===== src/cfw_pkg.sv =====
// Constants for the write-once configuration word one register bank
package cfw_pkg;

  // ----------------------------------------------------------------
  // Register map (register indices; byte address is four times each)
  // ----------------------------------------------------------------
  localparam int unsigned ADDR_W    = 24;
  localparam int unsigned IDX_W     = 22;
  localparam logic [IDX_W-1:0] IDX_LOW  = 22'h300000;
  localparam logic [IDX_W-1:0] IDX_HIGH = 22'h300001;
  localparam logic [IDX_W-1:0] IDX_LOCK = 22'h300010;

  // ----------------------------------------------------------------
  // Cell layout: bits 7:0 low byte, bits 15:8 high byte
  // ----------------------------------------------------------------
  localparam int unsigned BYTE_W    = 8;
  localparam int unsigned CELL_W    = 16;
  localparam int unsigned BIT_WDT   = 0;
  localparam int unsigned BIT_STACK = 5;
  localparam int unsigned BIT_EXT_INSTR_SET_ENABLE = 6;
  localparam int unsigned BIT_DEBUG = 7;
  localparam int unsigned BIT_CP    = 10;
  localparam logic [CELL_W-1:0] IMPL_MASK  = 16'h04e1;
  localparam logic [CELL_W-1:0] CELL_RESET = 16'h04e1;
  localparam logic [CELL_W-1:0] LOCK_RESET = 16'h0000;

  // ----------------------------------------------------------------
  // Bus answers
  // ----------------------------------------------------------------
  localparam logic [1:0]  RESP_OKAY   = 2'h0;
  localparam logic [1:0]  RESP_SLVERR = 2'h2;
  localparam logic [31:0] WORD_ZERO   = 32'h0000_0000;

endpackage : cfw_pkg


===== src/cfw_config_word_one.sv =====
// Write-once configuration word one bank behind an AXI4-Lite slave
module cfw_config_word_one
  import cfw_pkg::*;
(
  // Clock and power-on reset
  input  wire logic              aclk,
  input  wire logic              aresetn,
  // AXI4-Lite write address
  input  wire logic [ADDR_W-1:0] s_axi_awaddr,
  input  wire logic [2:0]        s_axi_awprot,
  input  wire logic              s_axi_awvalid,
  output logic                   s_axi_awready,
  // AXI4-Lite write data
  input  wire logic [31:0]       s_axi_wdata,
  input  wire logic [3:0]        s_axi_wstrb,
  input  wire logic              s_axi_wvalid,
  output logic                   s_axi_wready,
  // AXI4-Lite write response
  output logic [1:0]             s_axi_bresp,
  output logic                   s_axi_bvalid,
  input  wire logic              s_axi_bready,
  // AXI4-Lite read address
  input  wire logic [ADDR_W-1:0] s_axi_araddr,
  input  wire logic [2:0]        s_axi_arprot,
  input  wire logic              s_axi_arvalid,
  output logic                   s_axi_arready,
  // AXI4-Lite read data
  output logic [31:0]            s_axi_rdata,
  output logic [1:0]             s_axi_rresp,
  output logic                   s_axi_rvalid,
  input  wire logic              s_axi_rready,
  // Power-up image load from flash
  input  wire logic              flash_load_valid,
  input  wire logic [CELL_W-1:0] flash_load_data,
  // Stack events from the core
  input  wire logic              stack_overflow,
  input  wire logic              stack_underflow,
  // Configuration outputs
  output logic                   debug_enable,
  output logic                   ext_instr_set_enable,
  output logic                   indexed_addressing_enable,
  output logic                   stack_fault_reset_enable,
  output logic                   watchdog_enable,
  output logic                   code_protected,
  output logic                   stack_fault_reset
);

  // ----------------------------------------------------------------
  // Declarations
  // ----------------------------------------------------------------
  logic [CELL_W-1:0] cell_q;
  logic [CELL_W-1:0] lock_q;
  logic              awready_q;
  logic              aw_full_q;
  logic [IDX_W-1:0]  aw_idx_q;
  logic              wready_q;
  logic              w_full_q;
  logic [BYTE_W-1:0] w_byte_q;
  logic              w_lane_q;
  logic              bvalid_q;
  logic [1:0]        bresp_q;
  logic              arready_q;
  logic              rvalid_q;
  logic [31:0]       rdata_q;
  logic [1:0]        rresp_q;
  logic              debug_q, ext_instr_set_enable_q, stack_en_q, wdt_q, cp_q;
  logic              stack_rst_q;
  logic              wr_go, wr_low, wr_high;
  logic [CELL_W-1:0] axi_we;
  logic [CELL_W-1:0] axi_wd;
  logic [IDX_W-1:0]  ar_idx;
  logic [31:0]       rd_word;
  logic              rd_hit;

  // ----------------------------------------------------------------
  // Write channels
  // ----------------------------------------------------------------
  // Address and data are caught independently, so either may come first
  always_ff @(posedge aclk)
  begin
    if (!aresetn)
    begin
      awready_q <= 1'b1;
      aw_full_q <= 1'b0;
      aw_idx_q  <= '0;
    end
    else if (s_axi_awvalid && awready_q)
    begin
      awready_q <= 1'b0;
      aw_full_q <= 1'b1;
      aw_idx_q  <= s_axi_awaddr[ADDR_W-1:2];
    end
    else if (wr_go)
    begin
      awready_q <= 1'b1;
      aw_full_q <= 1'b0;
    end
  end

  // Registers are one byte wide, so only lane 0 of the word matters
  always_ff @(posedge aclk)
  begin
    if (!aresetn)
    begin
      wready_q <= 1'b1;
      w_full_q <= 1'b0;
      w_byte_q <= '0;
      w_lane_q <= 1'b0;
    end
    else if (s_axi_wvalid && wready_q)
    begin
      wready_q <= 1'b0;
      w_full_q <= 1'b1;
      w_byte_q <= s_axi_wdata[BYTE_W-1:0];
      w_lane_q <= s_axi_wstrb[0];
    end
    else if (wr_go)
    begin
      wready_q <= 1'b1;
      w_full_q <= 1'b0;
    end
  end

  // The write is carried out once both halves are held and no response is pending
  assign wr_go   = aw_full_q && w_full_q && !bvalid_q;
  assign wr_low  = wr_go && w_lane_q && (aw_idx_q == IDX_LOW);
  assign wr_high = wr_go && w_lane_q && (aw_idx_q == IDX_HIGH);
  assign axi_we  = {{BYTE_W{wr_high}}, {BYTE_W{wr_low}}};
  assign axi_wd  = {w_byte_q, w_byte_q};

  // Write response; writes to locked bits still answer OKAY
  always_ff @(posedge aclk)
  begin
    if (!aresetn)
    begin
      bvalid_q <= 1'b0;
      bresp_q  <= RESP_OKAY;
    end
    else if (wr_go)
    begin
      bvalid_q <= 1'b1;
      if ((aw_idx_q == IDX_LOW) || (aw_idx_q == IDX_HIGH))
        bresp_q <= RESP_OKAY;
      else
        bresp_q <= RESP_SLVERR;
    end
    else if (bvalid_q && s_axi_bready)
      bvalid_q <= 1'b0;
  end

  // ----------------------------------------------------------------
  // Write-once cells
  // ----------------------------------------------------------------
  // aresetn is the power-on reset; lesser resets never reach these cells
  // so the programmed image survives them. Flash load beats a bus write.
  genvar gi;
  generate
    for (gi = 0; gi < CELL_W; gi++)
    begin : g_cell
      if (IMPL_MASK[gi])
      begin : g_impl
        always_ff @(posedge aclk)
        begin
          if (!aresetn)
          begin
            cell_q[gi] <= CELL_RESET[gi];
            lock_q[gi] <= LOCK_RESET[gi];
          end
          else if (!lock_q[gi] && flash_load_valid)
          begin
            cell_q[gi] <= flash_load_data[gi];
            lock_q[gi] <= 1'b1;
          end
          else if (!lock_q[gi] && axi_we[gi])
          begin
            cell_q[gi] <= axi_wd[gi];
            lock_q[gi] <= 1'b1;
          end
        end
      end
      else
      begin : g_none
        // Unimplemented bits hold no state and read zero
        assign cell_q[gi] = 1'b0;
        assign lock_q[gi] = 1'b0;
      end
    end
  endgenerate

  // ----------------------------------------------------------------
  // Read channel
  // ----------------------------------------------------------------
  assign ar_idx = s_axi_araddr[ADDR_W-1:2];

  // Read decode; narrow bytes sit in the low bits, the rest is zero
  always_comb
  begin
    rd_word = WORD_ZERO;
    rd_hit  = 1'b1;
    case (ar_idx)
      IDX_LOW:  rd_word[BYTE_W-1:0] = cell_q[BYTE_W-1:0];
      IDX_HIGH: rd_word[BYTE_W-1:0] = cell_q[CELL_W-1:BYTE_W];
      IDX_LOCK: rd_word[CELL_W-1:0] = lock_q;
      default:  rd_hit = 1'b0;
    endcase
  end

  // One read at a time; address is refused while data is pending
  always_ff @(posedge aclk)
  begin
    if (!aresetn)
    begin
      arready_q <= 1'b1;
      rvalid_q  <= 1'b0;
      rdata_q   <= WORD_ZERO;
      rresp_q   <= RESP_OKAY;
    end
    else if (s_axi_arvalid && arready_q)
    begin
      arready_q <= 1'b0;
      rvalid_q  <= 1'b1;
      rdata_q   <= rd_word;
      rresp_q   <= rd_hit ? RESP_OKAY : RESP_SLVERR;
    end
    else if (rvalid_q && s_axi_rready)
    begin
      arready_q <= 1'b1;
      rvalid_q  <= 1'b0;
    end
  end

  // ----------------------------------------------------------------
  // Configuration outputs
  // ----------------------------------------------------------------
  // Registered copies keep every output straight off a flip-flop
  always_ff @(posedge aclk)
  begin
    if (!aresetn)
    begin
      debug_q    <= CELL_RESET[BIT_DEBUG];
      ext_instr_set_enable_q    <= CELL_RESET[BIT_EXT_INSTR_SET_ENABLE];
      stack_en_q <= CELL_RESET[BIT_STACK];
      wdt_q      <= CELL_RESET[BIT_WDT];
      cp_q       <= !CELL_RESET[BIT_CP];
    end
    else
    begin
      debug_q    <= cell_q[BIT_DEBUG];
      ext_instr_set_enable_q    <= cell_q[BIT_EXT_INSTR_SET_ENABLE];
      stack_en_q <= cell_q[BIT_STACK];
      wdt_q      <= cell_q[BIT_WDT];
      cp_q       <= !cell_q[BIT_CP];
    end
  end

  // Stack fault reset request, one cycle per event
  always_ff @(posedge aclk)
  begin
    if (!aresetn)
      stack_rst_q <= 1'b0;
    else
      stack_rst_q <= cell_q[BIT_STACK] && (stack_overflow || stack_underflow);
  end

  assign s_axi_awready             = awready_q;
  assign s_axi_wready              = wready_q;
  assign s_axi_bvalid              = bvalid_q;
  assign s_axi_bresp               = bresp_q;
  assign s_axi_arready             = arready_q;
  assign s_axi_rvalid              = rvalid_q;
  assign s_axi_rdata               = rdata_q;
  assign s_axi_rresp               = rresp_q;
  assign debug_enable              = debug_q;
  assign ext_instr_set_enable      = ext_instr_set_enable_q;
  assign indexed_addressing_enable = ext_instr_set_enable_q;
  assign stack_fault_reset_enable  = stack_en_q;
  assign watchdog_enable           = wdt_q;
  assign code_protected            = cp_q;
  assign stack_fault_reset         = stack_rst_q;

  // ----------------------------------------------------------------
  // Assertions
  // ----------------------------------------------------------------
  a_low_read_map: assert property (@(posedge aclk) disable iff (!aresetn)
    (s_axi_arvalid && arready_q && ar_idx == IDX_LOW)
      |=> rvalid_q && rdata_q == {24'h000000, $past(cell_q[BYTE_W-1:0])})
    else $error("low byte read returned wrong value");
  a_high_read_map: assert property (@(posedge aclk) disable iff (!aresetn)
    (s_axi_arvalid && arready_q && ar_idx == IDX_HIGH)
      |=> rvalid_q && rdata_q[2] == $past(cell_q[BIT_CP]) && rresp_q == RESP_OKAY)
    else $error("high byte read lost code protect bit");
  a_protect_sense: assert property (@(posedge aclk) disable iff (!aresetn)
    1'b1 |=> code_protected == !$past(cell_q[BIT_CP]))
    else $error("code protect output has wrong sense");
  a_high_top_zero: assert property (@(posedge aclk) disable iff (!aresetn)
    (s_axi_arvalid && arready_q && ar_idx == IDX_HIGH) ##1 1'b1
      |-> rdata_q[31:3] == 29'h00000000)
    else $error("high byte bits 7 to 3 not zero");
  a_unimpl_zero: assert property (@(posedge aclk) disable iff (!aresetn)
    (cell_q & ~IMPL_MASK) == 16'h0000 and
    ((s_axi_arvalid && arready_q && ar_idx == IDX_LOW) |=> rdata_q[4:1] == 4'h0))
    else $error("unimplemented bits not zero");
  a_write_once: assert property (@(posedge aclk) disable iff (!aresetn)
    ##1 ((cell_q ^ $past(cell_q)) & $past(lock_q)) == 16'h0000)
    else $error("locked configuration bit changed");
  a_first_write: assert property (@(posedge aclk) disable iff (!aresetn)
    (wr_low && !lock_q[BIT_EXT_INSTR_SET_ENABLE] && !flash_load_valid)
      |=> lock_q[BIT_EXT_INSTR_SET_ENABLE] && cell_q[BIT_EXT_INSTR_SET_ENABLE] == $past(w_byte_q[BIT_EXT_INSTR_SET_ENABLE]))
    else $error("first write did not program the bit");
  a_por_ones: assert property (@(posedge aclk) disable iff (!aresetn)
    $rose(aresetn) |-> cell_q == CELL_RESET && lock_q == LOCK_RESET)
    else $error("cells not unprogrammed after power-on reset");
  a_ext_instr_set_enable_follow: assert property (@(posedge aclk) disable iff (!aresetn)
    1'b1 |=> {ext_instr_set_enable, indexed_addressing_enable} == {2{$past(cell_q[BIT_EXT_INSTR_SET_ENABLE])}})
    else $error("extended instruction enable did not follow");
  a_stack_reset: assert property (@(posedge aclk) disable iff (!aresetn)
    (stack_overflow || stack_underflow)
      |=> stack_fault_reset == $past(cell_q[BIT_STACK]))
    else $error("stack fault reset request wrong");
  a_write_resp: assert property (@(posedge aclk) disable iff (!aresetn)
    wr_go |=> bvalid_q && !aw_full_q && !w_full_q)
    else $error("write response not raised");

endmodule : cfw_config_word_one


===== config.mk =====
export PLATFORM = sky130hd
export DESIGN_NAME = cfw_config_word_one
export DESIGN_NICKNAME = d
export VERILOG_FILES = /design/src/cfw_pkg.sv /design/src/cfw_config_word_one.sv
export SDC_FILE = /design/constraint.sdc
export NUM_CORES = 1
export LEC_CHECK = 0
export BUFFER_PORTS_ARGS = -buffer_cell sky130_fd_sc_hd__buf_2
export CORE_MARGIN = 2
export CORE_UTILIZATION = 35
export CTS_CLUSTER_DIAMETER = 100
export DETAILED_ROUTE_END_ITERATION = 8
export PLACE_DENSITY = 0.68
export SLEW_MARGIN = 20
export SYNTH_ARGS = -nofsm -noshare
export SYNTH_HDL_FRONTEND = slang
export SYNTH_SLANG_ARGS = --single-unit

===== constraint.sdc =====
create_clock -name aclk -period 2.19 [get_ports aclk]
set_input_delay 0.657 -clock aclk [delete_from_list [all_inputs] [get_ports aclk]]
set_output_delay 0.657 -clock aclk [all_outputs]
set_load 0.05 [all_outputs]

==> results.cfg <==
[cts]
clk_path_buf_depth = 2
cts_root_buffer = clkbuf_8
clk_latency_ps = 330
cts_tree = done
post_cts.repair.setup_buffers = 0
clock_sinks = 59
cts.hold.buffers_added = 0
h-tree-depth = 3
cts_resized = 0
clk_pin_slew_ps = 60
cts_buffers = 9

[worst_setup_path]
start_kind = flip-flop
worstPathCellList = nor4_1, nand4_1, nor4_4, buf_4, mux2_2
crit_required_ps = 2400
critPathTopFamily = simple AND/OR/NAND/NOR gates
worst-path-max-fanout = 8
worstPathBufferInverterCount = 1
cp_slowest_cell = nor4_1
crit_type = flip-flop to flip-flop
cpPeakStageDelay_ps = 390
worst_setup_path_end_kind = flip-flop
arrival_ps = 2170

[global_routing]
grt.overflow.total = 0
grt_antenna_before_repair = 0
grt_pass1_vias = 2075
grt_max_degree = 25
grt_pass1_wl_um = 9411
track_usage_pct = 14.37

[power]
p_leak_nw = 1.377
power.density_nw_per_um2 = 776.0
ir_drop_v = 0.0002778

[timing]
rsz0062_at_grt = no
period_minus_slack_ps = 1956
setup_viol = 0
finalHoldViolCount = 0
fin_crit_sh_pct = 89.33
relSlewSlack_pct = 51.52
fmax_mhz = 511.2
hold_slack_ps = 446.7
tns_ps = 0
tightest_slew_ps = 727.2
clock_skew_ps = 8.143
slew_viol_final = 0

[placed_design]
place_congestion = 0.7341
portBuffers = 84
dp.cells = 475
dpl_cell_area_sq_um = 2984
dp_hpwl_um = 4166

[synthesis]
yosysUniqueCellTypes = 35
synth_area_per_cell_sq_um = 8.483
synth_top_flop_cell = dfxtp_1
syn_area_sq_um = 2579
yosysWarnings = 0
synth_cells = 304
synth_enable_flop_cells = 0
async_flop_share_pct = 0
synth-seq-cells = 59
ys_seq_area_share_pct = 45.80

[final_layout]
layout_commonest_cell = buf_2
fin_cells = 491
layout-drive-gt1-share_pct = 28.57
area_growth_pct = 22.42
fin_util_pct = 43.99
finalNetCount = 503
stdcell_area_sq_um = 3157
num-fill-cells = 751
n_antenna_cell = 0
final_cell_mix = 84 x buf_2, 74 x nand2_1, 59 x dfxtp_1

[routing]
vias_per_cell = 4.568
drtAntennaViolNets = 0
drt_wl_total_um = 5614
vias = 2243
dr.pass1.iters = 4
drc = 0
routedWlPerCell_um = 11.43
initialDrtViolationCount = 80

[min_path]
hold_path_class = flip-flop to flip-flop

[floorplan]
core_sq_um = 7176
num_rows = 31
initial_core_util_pct = 35.94
dieArea_sq_um = 8070
fp.dieH_um = 89.84
ios = 164
die_x_um = 89.84

[status]
outcome = complete, no violations

[flow_run]
drv_cap = 0
## worst min-delay path, cell delays in order, from the launching register on
cell,delay [ps]
dfxtp_1,300
nand2_1,50
a21oi_1,50
## layer usage
metal / global-route usage, % / up-vias / share of wire, %
li1: - / 1155 / -
met1: 17.58 / 1010 / 47
met2: 23.23 / 74 / 46
met3: 5.197 / 4 / 6.5
met4: 5.513 / 0 / 1.0
met5: 0 / - / 0
## synth_stat cells (2+ instances only)
cell type	count	area share, %
nand4_1	2	0.49
nor2b_1	4	0.97
o211ai_1	4	1.2
a211oi_1	2	0.58
buf_1	2	0.29
nand2_1	74	11
mux2_2	4	1.7
o31a_2	4	1.6
nor2_1	5	0.73
a21oi_1	39	7.6
dfxtp_1	59	46
mux2i_1	12	4.7
buf_4	29	8.4
clkbuf_1	12	1.7
nor3_1	2	0.39
nand2b_1	7	1.7
nor4_1	7	1.7
nand3_1	6	1.2
o21ai_0	6	1.2
inv_1	4	0.58
or4_1	6	1.7
## flip-flops by register name (all words and copies together), names as in the netlist, 5 cells and up
register and cells:
s_axi_rdata 6, lock_q 5, w_byte_q 5, cell_q 5
aw_idx_q 22
## kinds of logic (layout without fill, tap and decap cells)
logic type      after synthesis  after routing  share of synthesized area [%]
compound gates               59             59                          13.44
simple gates                122            122                          23.14
other cells                   1             28                         0.1454
buf+inv                      47            108                          11.06
flops                        59             59                          45.80
mux                          16             16                          6.405
## per-stage QoR
step / setup WS (ps) / power, mW
floorplan: 344.4 / 1.538
global placement: 127.7 / 1.608
detailed placement: 94.64 / 1.616
CTS: 231.4 / 2.484
global route: 123.9 / 2.579
finish: 233.7 / 2.450
## area by class of cell
type / instances / area, sq um / area share, %
sequential: 59 / 1181 / 37.42
timing repair buffer: 88 / 450.4 / 14.27
multi-input combinational: 225 / 1214 / 38.45
tap: 99 / 123.9 / 3.924
clock buffer: 14 / 162.7 / 5.153
clock inverter: 2 / 10.01 / 0.3171
inverter: 4 / 15.01 / 0.4756
## power by group
group	total (mW)	leakage [nW]	switching, mW	internal [mW]
Sequential	1.18	0.485	0.0421	1.14
Clock	0.859	0.0905	0.389	0.470
Combinational	0.413	0.801	0.287	0.125
Total	2.45	1.38	0.719	1.73
## path summary, 6_finish.rpt
| path | start | to | slack, ps | cells after the start |
|---|---|---|---|---|
| max | aw_idx_q[14] | cell_q[7] | 230 | 5 |
| min | s_axi_rdata[6] | s_axi_rdata[6] | 450 | 2 |
| max reg2reg | aw_idx_q[14] | cell_q[7] | 230 | 5 |
| min reg2reg | s_axi_rdata[6] | s_axi_rdata[6] | 450 | 2 |
Power figures use the tool's default switching activity.
